`config.mk`:
```
export PLATFORM = sky130hd
export DESIGN_NAME = monitor_special_function_setup
export DESIGN_NICKNAME = d
export VERILOG_FILES = /design/src/hw/monitor_setup_pkg.sv /design/src/hw/voltage_window_check.sv /design/src/hw/monitor_special_function_setup.sv
export SDC_FILE = /design/constraint.sdc
export NUM_CORES = 1
export LEC_CHECK = 0
export BUFFER_PORTS_ARGS = -buffer_cell sky130_fd_sc_hd__buf_2
export CORE_MARGIN = 4
export CORE_UTILIZATION = 48
export CTS_CLUSTER_DIAMETER = 80
export DETAILED_ROUTE_END_ITERATION = 8
export PLACE_DENSITY = 0.84
export SLEW_MARGIN = 40
export SYNTH_ARGS = -nofsm -noshare
export SYNTH_HDL_FRONTEND = slang
export SYNTH_SLANG_ARGS = --single-unit
```
`constraint.sdc`:
```
create_clock -name sys_clk -period 3.85 [get_ports sys_clk]
set_input_delay 0 -clock sys_clk [delete_from_list [all_inputs] [get_ports sys_clk]]
set_output_delay 0 -clock sys_clk [all_outputs]
set_load 0.01 [all_outputs]
```
`src/hw/monitor_setup_pkg.sv`:
```
// Package with register offsets, field positions and reset values of the monitor setup block.
package monitor_setup_pkg;
    localparam int ADDR_W = 8;
    localparam int DATA_W = 8;
    localparam int CONV_W = 8;
    localparam int TEMP_W = 8;
    localparam logic [7:0] HYST_FILTER_CTRL_OFFSET = 8'hbc;
    localparam logic [7:0] TACH_MODE_RES_CTRL_OFFSET = 8'hbd;
    localparam logic [7:0] HYST_FILTER_CTRL_RESET = 8'h00;
    localparam logic [7:0] TACH_MODE_RES_CTRL_RESET = 8'h00;
    localparam logic [7:0] HYST_FILTER_CTRL_MASK = 8'h7f;
    localparam logic [7:0] TACH_MODE_RES_CTRL_MASK = 8'h3f;
    localparam int VH_LSB = 0;
    localparam int VH_MSB = 2;
    localparam int ZONE1_LIMIT_FILTER_BIT = 3;
    localparam int ZONE2_LIMIT_FILTER_BIT = 4;
    localparam int ZONE1_FAN_FILTER_BIT = 5;
    localparam int ZONE2_FAN_FILTER_BIT = 6;
    localparam int TACH_SMART_LSB = 0;
    localparam int TACH_SMART_MSB = 3;
    localparam int ZONES_A_HALF_BIT = 4;
    localparam int ZONES_B_HALF_BIT = 5;
endpackage

```
`src/hw/voltage_window_check.sv`:
```
// One voltage channel comparator with hysteresis on leaving an error condition.
`timescale 1ns/10ps
`default_nettype none
module voltage_window_check #(
    parameter int CONV_W = 8
) (
    input wire logic sys_clk, // System clock.
    input wire logic rst_b, // Asynchronous reset, active low.
    input wire logic sample_valid, // New reading present.
    input wire logic [CONV_W-1:0] reading, // Converter reading.
    input wire logic [CONV_W-1:0] low_limit, // Low limit.
    input wire logic [CONV_W-1:0] high_limit, // High limit.
    input wire logic [2:0] voltage_hysteresis, // Hysteresis in converter steps.
    output logic error_set // One-cycle pulse while a violation persists.
);
    logic high_viol_reg;
    logic low_viol_reg;
    logic [CONV_W:0] high_release;
    logic [CONV_W:0] low_release;
    logic high_viol_next;
    logic low_viol_next;

    // Release points are widened by one bit so a high-side borrow shows in the top bit instead of being lost.
    always_comb begin
        high_release = {1'b0, high_limit} - {{(CONV_W - 2){1'b0}}, voltage_hysteresis};
        low_release = {1'b0, low_limit} + {{(CONV_W - 2){1'b0}}, voltage_hysteresis};
        // hold until back inside by hysteresis
        // A high limit below the hysteresis leaves no release point, so the violation holds.
        high_viol_next = (reading > high_limit)
            || (high_viol_reg && (high_release[CONV_W] || ({1'b0, reading} > high_release)));
        low_viol_next = (reading < low_limit)
            || (low_viol_reg && ({1'b0, reading} < low_release));
    end

    always_ff @(posedge sys_clk or negedge rst_b) begin
        if (!rst_b) begin
            high_viol_reg <= 1'b0;
            low_viol_reg <= 1'b0;
            error_set <= 1'b0;
        end else if (sample_valid) begin
            high_viol_reg <= high_viol_next;
            low_viol_reg <= low_viol_next;
            error_set <= high_viol_next || low_viol_next;
        end else begin
            error_set <= 1'b0;
        end
    end
endmodule
`default_nettype wire

```
`src/hw/monitor_special_function_setup.sv`:
```
// Setup registers for voltage hysteresis, temperature filter selection and tach mode.
`timescale 1ns/10ps
`default_nettype none
module monitor_special_function_setup #(
    parameter int CONV_W = monitor_setup_pkg::CONV_W,
    parameter int TEMP_W = monitor_setup_pkg::TEMP_W
) (
    input wire logic sys_clk, // System clock, 10 MHz.
    input wire logic rst_b, // Asynchronous reset, active low.
    input wire logic reg_wr, // Host port register write strobe.
    input wire logic [7:0] reg_addr, // Host port register address.
    input wire logic [7:0] reg_wdata, // Host port write data.
    output logic [7:0] reg_rdata, // Read data for reg_addr.
    output logic reg_hit, // Address selects one of these registers.
    input wire logic sample_valid, // Voltage sample strobe.
    input wire logic [CONV_W-1:0] voltage_reading, // Voltage channel reading.
    input wire logic [CONV_W-1:0] voltage_low_limit, // Voltage low limit.
    input wire logic [CONV_W-1:0] voltage_high_limit, // Voltage high limit.
    output logic voltage_error_set, // Pulse that sets the channel error bit.
    input wire logic [TEMP_W-1:0] zone1_raw_temp, // Zone 1 unfiltered temperature.
    input wire logic [TEMP_W-1:0] zone1_smooth_temp, // Zone 1 spike-smoothed temperature.
    input wire logic [TEMP_W-1:0] zone2_raw_temp, // Zone 2 unfiltered temperature.
    input wire logic [TEMP_W-1:0] zone2_smooth_temp, // Zone 2 spike-smoothed temperature.
    output logic [TEMP_W-1:0] zone1_limit_temp, // Zone 1 temperature for limit checks.
    output logic [TEMP_W-1:0] zone2_limit_temp, // Zone 2 temperature for limit checks.
    output logic [TEMP_W-1:0] zone1_fan_temp, // Zone 1 temperature for fan control.
    output logic [TEMP_W-1:0] zone2_fan_temp, // Zone 2 temperature for fan control.
    output logic [2:0] voltage_hysteresis, // Current hysteresis setting.
    output logic [3:0] tach_smart_en, // Smart tach enables, tach 1 in bit 0.
    output logic zones_a_half_degree, // Half-degree resolution, zones 1 and 2.
    output logic zones_b_half_degree // Half-degree resolution, zones 3 and 4.
);
    logic [7:0] hyst_filter_ctrl_reg;
    logic [7:0] hyst_filter_ctrl_next;
    logic [7:0] tach_mode_res_ctrl_reg;
    logic [7:0] tach_mode_res_ctrl_next;
    logic hyst_filter_ctrl_sel;
    logic tach_mode_res_ctrl_sel;
    logic zone1_limit_filter_sel;
    logic zone2_limit_filter_sel;
    logic zone1_fan_filter_sel;
    logic zone2_fan_filter_sel;
    logic tach1_smart_en;
    logic tach2_smart_en;
    logic tach3_smart_en;
    logic tach4_smart_en;

    function automatic logic [TEMP_W-1:0] pick_temp(input logic sel,
                                                    input logic [TEMP_W-1:0] raw,
                                                    input logic [TEMP_W-1:0] smooth);
        pick_temp = sel ? smooth : raw;
    endfunction

    // Address compare shared by the write enables and the read mux.
    function automatic logic addr_selects(input logic [7:0] addr, input logic [7:0] offset);
        addr_selects = (addr == offset);
    endfunction

    // Reserved positions are cleared on the way in, so they can never read back as one
    // and nothing downstream can come to depend on them.
    function automatic logic [7:0] take_write(input logic take,
                                              input logic [7:0] current,
                                              input logic [7:0] wdata,
                                              input logic [7:0] keep_mask);
        take_write = take ? (wdata & keep_mask) : current;
    endfunction

    // One decode of the address feeds the write enables and the read mux alike.
    assign hyst_filter_ctrl_sel =
        addr_selects(reg_addr, monitor_setup_pkg::HYST_FILTER_CTRL_OFFSET);
    assign tach_mode_res_ctrl_sel =
        addr_selects(reg_addr, monitor_setup_pkg::TACH_MODE_RES_CTRL_OFFSET);

    always_comb begin
        hyst_filter_ctrl_next = take_write(reg_wr && hyst_filter_ctrl_sel,
                                           hyst_filter_ctrl_reg, reg_wdata,
                                           monitor_setup_pkg::HYST_FILTER_CTRL_MASK);
    end

    always_comb begin
        tach_mode_res_ctrl_next = take_write(reg_wr && tach_mode_res_ctrl_sel,
                                             tach_mode_res_ctrl_reg, reg_wdata,
                                             monitor_setup_pkg::TACH_MODE_RES_CTRL_MASK);
    end

    // Each register holds its value until a write selects it; back-to-back writes to
    // the same register are each taken.
    always_ff @(posedge sys_clk or negedge rst_b) begin
        if (!rst_b) begin
            hyst_filter_ctrl_reg <= monitor_setup_pkg::HYST_FILTER_CTRL_RESET;
        end else begin
            hyst_filter_ctrl_reg <= hyst_filter_ctrl_next;
        end
    end

    always_ff @(posedge sys_clk or negedge rst_b) begin
        if (!rst_b) begin
            tach_mode_res_ctrl_reg <= monitor_setup_pkg::TACH_MODE_RES_CTRL_RESET;
        end else begin
            tach_mode_res_ctrl_reg <= tach_mode_res_ctrl_next;
        end
    end

    // The read port is combinational, so software sees a write from the next cycle on.
    // unmapped addresses read zero
    always_comb begin
        reg_hit = hyst_filter_ctrl_sel || tach_mode_res_ctrl_sel;
        reg_rdata = 8'h00;
        if (hyst_filter_ctrl_sel) begin
            reg_rdata = hyst_filter_ctrl_reg;
        end else if (tach_mode_res_ctrl_sel) begin
            reg_rdata = tach_mode_res_ctrl_reg;
        end
    end

    assign voltage_hysteresis =
        hyst_filter_ctrl_reg[monitor_setup_pkg::VH_MSB:monitor_setup_pkg::VH_LSB];

    // The smoothing filter and its zone enables sit outside this block; the selects only
    // mean what they say while software keeps those enables clear.
    // zone 1 limit select
    assign zone1_limit_filter_sel =
        hyst_filter_ctrl_reg[monitor_setup_pkg::ZONE1_LIMIT_FILTER_BIT];
    assign zone2_limit_filter_sel =
        hyst_filter_ctrl_reg[monitor_setup_pkg::ZONE2_LIMIT_FILTER_BIT];
    assign zone1_fan_filter_sel =
        hyst_filter_ctrl_reg[monitor_setup_pkg::ZONE1_FAN_FILTER_BIT];
    assign zone2_fan_filter_sel =
        hyst_filter_ctrl_reg[monitor_setup_pkg::ZONE2_FAN_FILTER_BIT];

    assign tach1_smart_en = tach_mode_res_ctrl_reg[monitor_setup_pkg::TACH_SMART_LSB];
    assign tach2_smart_en = tach_mode_res_ctrl_reg[monitor_setup_pkg::TACH_SMART_LSB + 1];
    assign tach3_smart_en = tach_mode_res_ctrl_reg[monitor_setup_pkg::TACH_SMART_LSB + 2];
    assign tach4_smart_en = tach_mode_res_ctrl_reg[monitor_setup_pkg::TACH_SMART_MSB];
    assign tach_smart_en = {tach4_smart_en, tach3_smart_en, tach2_smart_en, tach1_smart_en};

    assign zones_a_half_degree = tach_mode_res_ctrl_reg[monitor_setup_pkg::ZONES_A_HALF_BIT];
    assign zones_b_half_degree = tach_mode_res_ctrl_reg[monitor_setup_pkg::ZONES_B_HALF_BIT];

    // Selected temperatures are registered so consumers see a clean value each cycle.
    // zone 1 limit source
    always_ff @(posedge sys_clk or negedge rst_b) begin
        if (!rst_b) begin
            zone1_limit_temp <= '0;
        end else begin
            zone1_limit_temp <= pick_temp(
                zone1_limit_filter_sel,
                zone1_raw_temp, zone1_smooth_temp);
        end
    end

    always_ff @(posedge sys_clk or negedge rst_b) begin
        if (!rst_b) begin
            zone2_limit_temp <= '0;
        end else begin
            zone2_limit_temp <= pick_temp(
                zone2_limit_filter_sel,
                zone2_raw_temp, zone2_smooth_temp);
        end
    end

    always_ff @(posedge sys_clk or negedge rst_b) begin
        if (!rst_b) begin
            zone1_fan_temp <= '0;
        end else begin
            zone1_fan_temp <= pick_temp(
                zone1_fan_filter_sel,
                zone1_raw_temp, zone1_smooth_temp);
        end
    end

    always_ff @(posedge sys_clk or negedge rst_b) begin
        if (!rst_b) begin
            zone2_fan_temp <= '0;
        end else begin
            zone2_fan_temp <= pick_temp(
                zone2_fan_filter_sel,
                zone2_raw_temp, zone2_smooth_temp);
        end
    end

    // A reading equal to a limit is inside it; only a strict crossing raises an error.
    // The error pulse repeats on each sample while a violation holds, so a clear made
    // before the reading recovers by the hysteresis is set again at the next sample.
    // error detection
    voltage_window_check #(
        .CONV_W(CONV_W)
    ) u_voltage_check (
        .sys_clk(sys_clk),
        .rst_b(rst_b),
        .sample_valid(sample_valid),
        .reading(voltage_reading),
        .low_limit(voltage_low_limit),
        .high_limit(voltage_high_limit),
        .voltage_hysteresis(voltage_hysteresis),
        .error_set(voltage_error_set)
    );
endmodule
`default_nettype wire

```
==> results.md, run 1 <==
* Cell taking the most area after synthesis: dfrtp_1
* Mux contribution to synthesized area at 0.181
* Compound-Gate Fraction of Synth Area at 0.0803
* CP required at around 4.1 ns
* Clock Power Share at 0.324
* I/O pins at 127
* Routed via count at about 2.7k
* Placed Cells at 456
* Drt pass-1 iters at 4
* Number of flops mapped to enable cells by yosys at 0
* Largest family of logic cells by synthesized area: multiplexers
* Post-synthesis adder-cell area fraction at 0.163
* # DRC at 0
* Sw power at between 0.3 and 0.4 mW
* DP HPWL at ~6000 um
* Final setup fails at 0
* Static Leak at roughly 2.2 nW
* Post-Synth XOR/XNOR Area at 0.0349
* Total Nets Final at between 500 and 600
* Slew @ Worst Pin at 0.604 ns
* Synth warnings at 0
* Core area at 0.00599 mm^2
* Synth top cells by count: dfrtp_1, mux2_2, ha_1
* Clk buf depth at 2
* Clk_skew at between 0.01 and 0.015 ns
* PwrDens at between 300 and 400 mW/mm^2
* Hold Path Depth at 4
* Gr ovfl total at 0
* Synth Cell Area at approximately 0.003 mm^2
* Internal power consumption at 0.977 mW
* Worst-path maximum fanout at 5
* Post-route ant nets at 0
* Syn Area/Cell at 11.3 um^2
* 1st-iter DRT viols at 63
* Maxcap violations at 0
* Post-synth ARST share at 1.00
* Setup TNS at 0 ns
* Clock slew at reported path FFs at roughly 0.09 ns
* Synth unique cells at 42
* Net Sw Frac at 0.265
* R2r setup slk at 0.76 ns
* FILL cells at 407
* VDD IR-drop max at 0.000340 V
* Layout cells sized above 1 at 0.397
* Post-layout minimum cycle time at 3.09 ns
* Die X at 87.2 um
* Number of global-route vias before repair at 2962
* Worst hold path class: input pin to register
* Setup crit start kind: register
* Clock Sinks at 48
* Arr. time, crit path at 3.29 ns
* Largest cells by area after synthesis: dfrtp_1, mux2_2, ha_1
* Sequential power share at 0.417
* Simple-gate area share of the yosys netlist at 0.0899
* Pin count of the biggest net entering global routing at slightly below 50
* Number of synthesized register bits at 48
* Total Wirelength at 8650 um
* Count leader, synth: dfrtp_1
* Final Non-Filler Cells at 522
* CTS resizes at 0
* Register area at 0.00120 mm^2
* CTS tree: built
* Worst slew margin at 0.597
* Die Y at 87.2 um
* Die area at 0.00760 mm^2
* Tot GR Track Use at 0.236
* Top_reg_cell synth: dfrtp_1
* Fin crit share at 0.802
* Initial Util at 0.502
* Initial antenna violation count at 0
* Cell Area, Placed at 0.00366 mm^2
* Clk Tree Root Cell: clkbuf_8
* Syn_nets at 381
* Hold Vio Cnt, Final at 0
* Fraction of the yosys area taken by sequential cells at 0.399
* Crit. End Element: register
* Post-route design area at 0.00437 mm^2
* Syn Inst Count at ~270
* First-pass GRT wire length at 13800 um
* Critical path class: register to register
* Number of H-tree levels at 2
* Reg2reg path depth at 13
* Comb pwr share at 0.258
* Hold slack at ~0.18 ns
* Port buffer count at 124
* Clock insertion delay at the later pin of the skew report at 0.29 ns
* Slew Limit Fails at 0
* Via density at 5.21
* CTS buffer count at 5
* Post-synth top area share at 0.399
* RSZ-0062 raised after global routing: no
* Fmax at 324 MHz
* GP Congestion at between 0.9 and 1
* Status: completed
* Post-DR wirelength/cell at 16.6 um
* Area of the multi-input gates at approximately 0.0017 mm^2
* Site Rows at 28
* Area delta synth->final at 45.4%
-- worst max-delay path, stage by stage (launching register included) --
cell and delay (ns):
dfrtp_1 0.42, ha_1 0.19, inv_1 0.05, fa_1 0.40, inv_1 0.07, a21oi_1 0.11
nor4_1 0.25, xnor2_1 0.17, ha_1 0.26, a211o_1 0.32, a211oi_1 0.25, a21o_1 0.16
a31oi_1 0.11, a41oi_1 0.23
-- area by class of cell --
class | count | area share
multi-input combinational | 185 | 0.378
antenna | 1 | 0.000572
clock inverter | 3 | 0.0157
tap | 75 | 0.0215
sequential | 48 | 0.275
timing repair buffer | 181 | 0.273
inverter | 24 | 0.0206
clock buffer | 5 | 0.0157
-- power groups by stage --
stage               Combinational (mW)  Sequential, mW  Clock (mW)
floorplan                        0.171           0.566           0
global placement                 0.279           0.562           0
detailed placement               0.294           0.564           0
CTS                              0.339           0.554       0.442
global route                     0.385           0.558       0.459
finish                           0.344           0.555       0.431
-- worst paths after layout --
path | startpoint | end
min in group asynchronous | rst_b | zone1_limit_temp[3]$_DFF_PN0_
worst min-delay path | reg_wr | hyst_filter_ctrl_reg[1]$_DFFE_PN0P_
worst min register to register | tach_mode_res_ctrl_reg[4]$_DFFE_PN0P_ | tach_mode_res_ctrl_reg[4]$_DFFE_PN0P_
max in group asynchronous | rst_b | u_voltage_check.error_set$_DFF_PN0_
worst max register to register | hyst_filter_ctrl_reg[0]$_DFFE_PN0P_ | u_voltage_check.error_set$_DFF_PN0_
worst max-delay path | hyst_filter_ctrl_reg[0]$_DFFE_PN0P_ | u_voltage_check.error_set$_DFF_PN0_
-- layer usage --
metal  track usage  routed length (um)  up-vias
li1              -                   -     1300
met1         0.253                3140     1296
met2         0.449                4800      106
met3        0.0539                 549       18
met4        0.0809                 163        0
met5             0                   0        -
-- cells by family (layout without fill, tap and decap cells) --
family / after synthesis / in the layout
compound gates: 36 / 36
fa+ha+maj: 38 / 38
xor+xnor: 12 / 12
buf+inv: 34 / 213
other cells: 1 / 2
flops: 48 / 48
mux: 49 / 49
simple gates: 49 / 49
-- stage by stage --
stage | util | power (mW) | worst slack, ns
2_1_floorplan | - | 0.737 | 1.12
3_3_place_gp | 0.611 | 0.841 | 0.922
3_5_place_dp | 0.612 | 0.857 | 0.838
4_1_cts | 0.730 | 1.33 | 0.800
5_1_grt | 0.730 | 1.40 | 0.549
6_report | 0.730 | 1.33 | 0.762
-- placed cells by master, fill, tap and decap left out, types with 3 or more instances in the layout --
master,netlist,layout
nand2b_1,3,3
nor2b_1,5,5
buf_2,1,123
o21ai_0,6,6
inv_1,24,24
nor2_1,12,12
ha_1,36,36
xnor2_1,10,10
a21oi_1,9,9
dlygate4sd3_1,0,57
or3_1,4,4
mux2_2,43,43
nor3_1,4,4
a21o_1,5,5
clkbuf_8,0,5
dfrtp_1,48,48
mux2i_1,6,6
nand3_1,4,4
nand2_1,8,8
-- what timing repair did --
| action | in CTS | in global routing |
|---|---|---|
| hold buffers | 57 | 0 |
| buffers inserted | 0 | 0 |
| endpoints found under the hold margin | 95 | 0 |
(Power assumes the default switching activity.)
==> run 2: changes to the inputs <==
--- a/config.mk
+++ b/config.mk
@@ -5,12 +5,13 @@
 export SDC_FILE = /design/constraint.sdc
 export NUM_CORES = 1
 export LEC_CHECK = 0
+export ABC_AREA = 1
 export BUFFER_PORTS_ARGS = -buffer_cell sky130_fd_sc_hd__buf_2
 export CORE_MARGIN = 4
-export CORE_UTILIZATION = 48
+export CORE_UTILIZATION = 44
 export CTS_CLUSTER_DIAMETER = 80
 export DETAILED_ROUTE_END_ITERATION = 8
-export PLACE_DENSITY = 0.84
+export PLACE_DENSITY = 0.81
 export SLEW_MARGIN = 40
 export SYNTH_ARGS = -nofsm -noshare
 export SYNTH_HDL_FRONTEND = slang
==> constraint.sdc (replaced) <==
create_clock -name sys_clk -period 2.75 [get_ports sys_clk]
set_input_delay 0 -clock sys_clk [delete_from_list [all_inputs] [get_ports sys_clk]]
set_output_delay 0 -clock sys_clk [all_outputs]
set_load 0.01 [all_outputs]
==> run 2 against run 1 <==
Flip-flop and latch count unchanged. Via count up 18%. Die area up 9.8%. Non-clock buffer count up 8. Maximum frequency up 17%. First-iteration DRC count up 65%.
==> results.md, run 2 <==
* Met2 layer usage reported by global route at 0.380
* Final core utilization at 0.668
* VDD IR-drop max at 0.000294 V
* Total power at 1.98 mW
* Total Wirelength at 8880 um
* CTS buffer count at 5
* Port buffer count at 124
* Clk Tree Root Cell: clkbuf_8
* Die X at 91.4 um
* Reg2reg start: hyst_filter_ctrl_reg[0]$_DFFE_PN0P_
* Placed Cells at 568
* Via density at 5.00
* Synth top cells by count: nand2_1, inv_1, o21ai_0
* Routed via count at 3201
* Area delta synth->final at 47.7%
* Hold Vio Cnt, Final at 0
* # DRC at 0
* Reg2reg path depth at 16
* Number of synthesized register bits at 48
* Worst-path maximum fanout at 4
* Crit. End Element: register
* CP required at 2.93 ns
* RSZ-0062 raised after global routing: yes
* Synth unique cells at 31
* Synth Cell Area at 0.00306 mm^2
* Setup WS pre-CTS at 0.0385 ns
* PnR worst setup slack at between 0.1 and 0.15 ns
* Maxcap violations at 0
* Core area at 0.00676 mm^2
* Post-synth top area share at 0.393
* Clock slew at reported path FFs at around 0.1 ns
* Die area at 0.00834 mm^2
* Ant diodes at 0
* Static Leak at 2.54 nW
* Number of flops mapped to enable cells by yosys at 0
* Post-layout minimum cycle time at 2.64 ns
* Clk buf depth at 2
* Clock Sinks at between 40 and 50
* Fin crit share at 0.960
* Syn_nets at 487
* Cell taking the most area after synthesis: dfrtp_1
* Syn Area/Cell at 8.19 um^2
* Die Y at just over 90 um
* Leading cell type in the layout, fill and taps excluded: buf_2
* Fraction of the yosys area taken by sequential cells at 0.393
* Most crowded layer after global routing: met2
* Tot GR Track Use at 0.212
* Layout cells sized above 1 at 0.293
* Post-route ant nets at 0
* HP Start: reg_wr
* Total Nets Final at 673
* Syn Inst Count at 373
* Gr ovfl total at 0
* Most frequent cells in the layout: buf_2, nand2_1, inv_1, dlygate4sd3_1, o21ai_0
* CTS tree: built
* Clock insertion delay at the later pin of the skew report at 0.29 ns
* Status: completed
* Post-route design area at 0.00451 mm^2
* Cell Area, Placed at 0.00372 mm^2
* Pin count of the biggest net entering global routing at a little under 50
* Clk_skew at 0.00953 ns
* Worst hold path class: input pin to register
* Slew @ Worst Pin at 0.596 ns
* Number of global-route vias before repair at 3314
* 1st-iter DRT viols at about 100
* Arr. time, crit path at between 2 and 3 ns
* Drt pass-1 iters at 4
* Hold slack at 0.178 ns
* Crit path to: u_voltage_check.high_viol_reg$_DFFE_PN0P_
* Post-DR wirelength/cell at roughly 14 um
* Slew Limit Fails at 0
* DP HPWL at 5980 um
* Setup TNS at 0 ns
* Post-synth ARST share at 1.00
* Largest cells by area after synthesis: dfrtp_1, ha_1, nand2_1
* Setup crit start kind: register
* First-pass GRT wire length at 14500 um
* CP startpoint: hyst_filter_ctrl_reg[0]$_DFFE_PN0P_
* Top_reg_cell synth: dfrtp_1
* PwrDens at 438 mW/mm^2
* Met3 GRT Util at 0.0331
* I/O pins at 127
* Final Non-Filler Cells at 640
* Count leader, synth: nand2_1
* Critical path class: register to register
* Site Rows at 30
* M1 GR Usage at 0.240
* GP Congestion at 0.787
* Initial Util at 0.452
* Reg2reg end: u_voltage_check.high_viol_reg$_DFFE_PN0P_
* Worst slew margin at 0.603
* Initial antenna violation count at 0
* Synth warnings at 0
* Number of H-tree levels at 2
* R2r setup slk at 0.11 ns
* Fmax at approximately 380 MHz
* Final setup fails at 0
## run 2: logic make-up after synthesis
| logic type | Yosys count | synth area share |
|---|---|---|
| other cells | 1 | 0.00123 |
| buf+inv | 73 | 0.0995 |
| flops | 48 | 0.393 |
| xor+xnor | 10 | 0.0287 |
| compound gates | 75 | 0.129 |
| simple gates | 128 | 0.188 |
| fa+ha+maj | 38 | 0.160 |
## run 2: what timing repair did
item	4_1_cts	5_1_grt
hold buffers	57	0
endpoints found under the hold margin	96	0
resized for setup	0	14
endpoints found under the setup margin	0	3
buffers inserted	0	7
## run 2: worst max-delay path, stage by stage (launching register included)
cell and delay, ns:
dfrtp_1 0.43, ha_2 0.21, fa_2 0.35, or2_1 0.24
nand2_2 0.10, nor3_2 0.05, xor2_1 0.14, ha_1 0.30
a21o_1 0.18, a21oi_2 0.11, nand2_1 0.06, nand2_1 0.06
nand2_1 0.05, nand2_1 0.06, nand2_1 0.05, nand2_1 0.08
nand2_1 0.05
## run 2: routing by layer
metal | vias up | routed length, um
met5 | - | 0
met4 | 0 | 439
met3 | 42 | 406
met2 | 126 | 4710
met1 | 1468 | 3330
li1 | 1565 | -
## run 2: area by class of cell
type,instances,area [um^2]
timing repair buffer,189,1250
sequential,48,1200
tap,80,100
clock inverter,3,68.8
inverter,63,236
clock buffer,5,68.8
multi-input combinational,252,1590
fill,541,2240
## run 2: how the worst min path moves through the flow
stage                                                  to  slack, ns  cells past startpoint
detailed placement            zone1_fan_temp[6]$_DFF_PN0_       0.05                      1
CTS                 tach_mode_res_ctrl_reg[3]$_DFFE_PN0P_       0.18                      5
finish              tach_mode_res_ctrl_reg[3]$_DFFE_PN0P_       0.18                      5
floorplan             hyst_filter_ctrl_reg[0]$_DFFE_PN0P_      -0.30                      0
global route        tach_mode_res_ctrl_reg[0]$_DFFE_PN0P_       0.20                      5
global placement            zone1_limit_temp[6]$_DFF_PN0_       0.22                      1
## run 2: power by group
| part | total [mW] | internal, mW | switching [mW] | leakage [nW] |
|---|---|---|---|---|
| clock network | 0.608 | 0.366 | 0.242 | 0.0687 |
| logic | 0.561 | 0.270 | 0.291 | 1.94 |
| registers | 0.810 | 0.766 | 0.0433 | 0.531 |
| total | 1.98 | 1.40 | 0.577 | 2.54 |
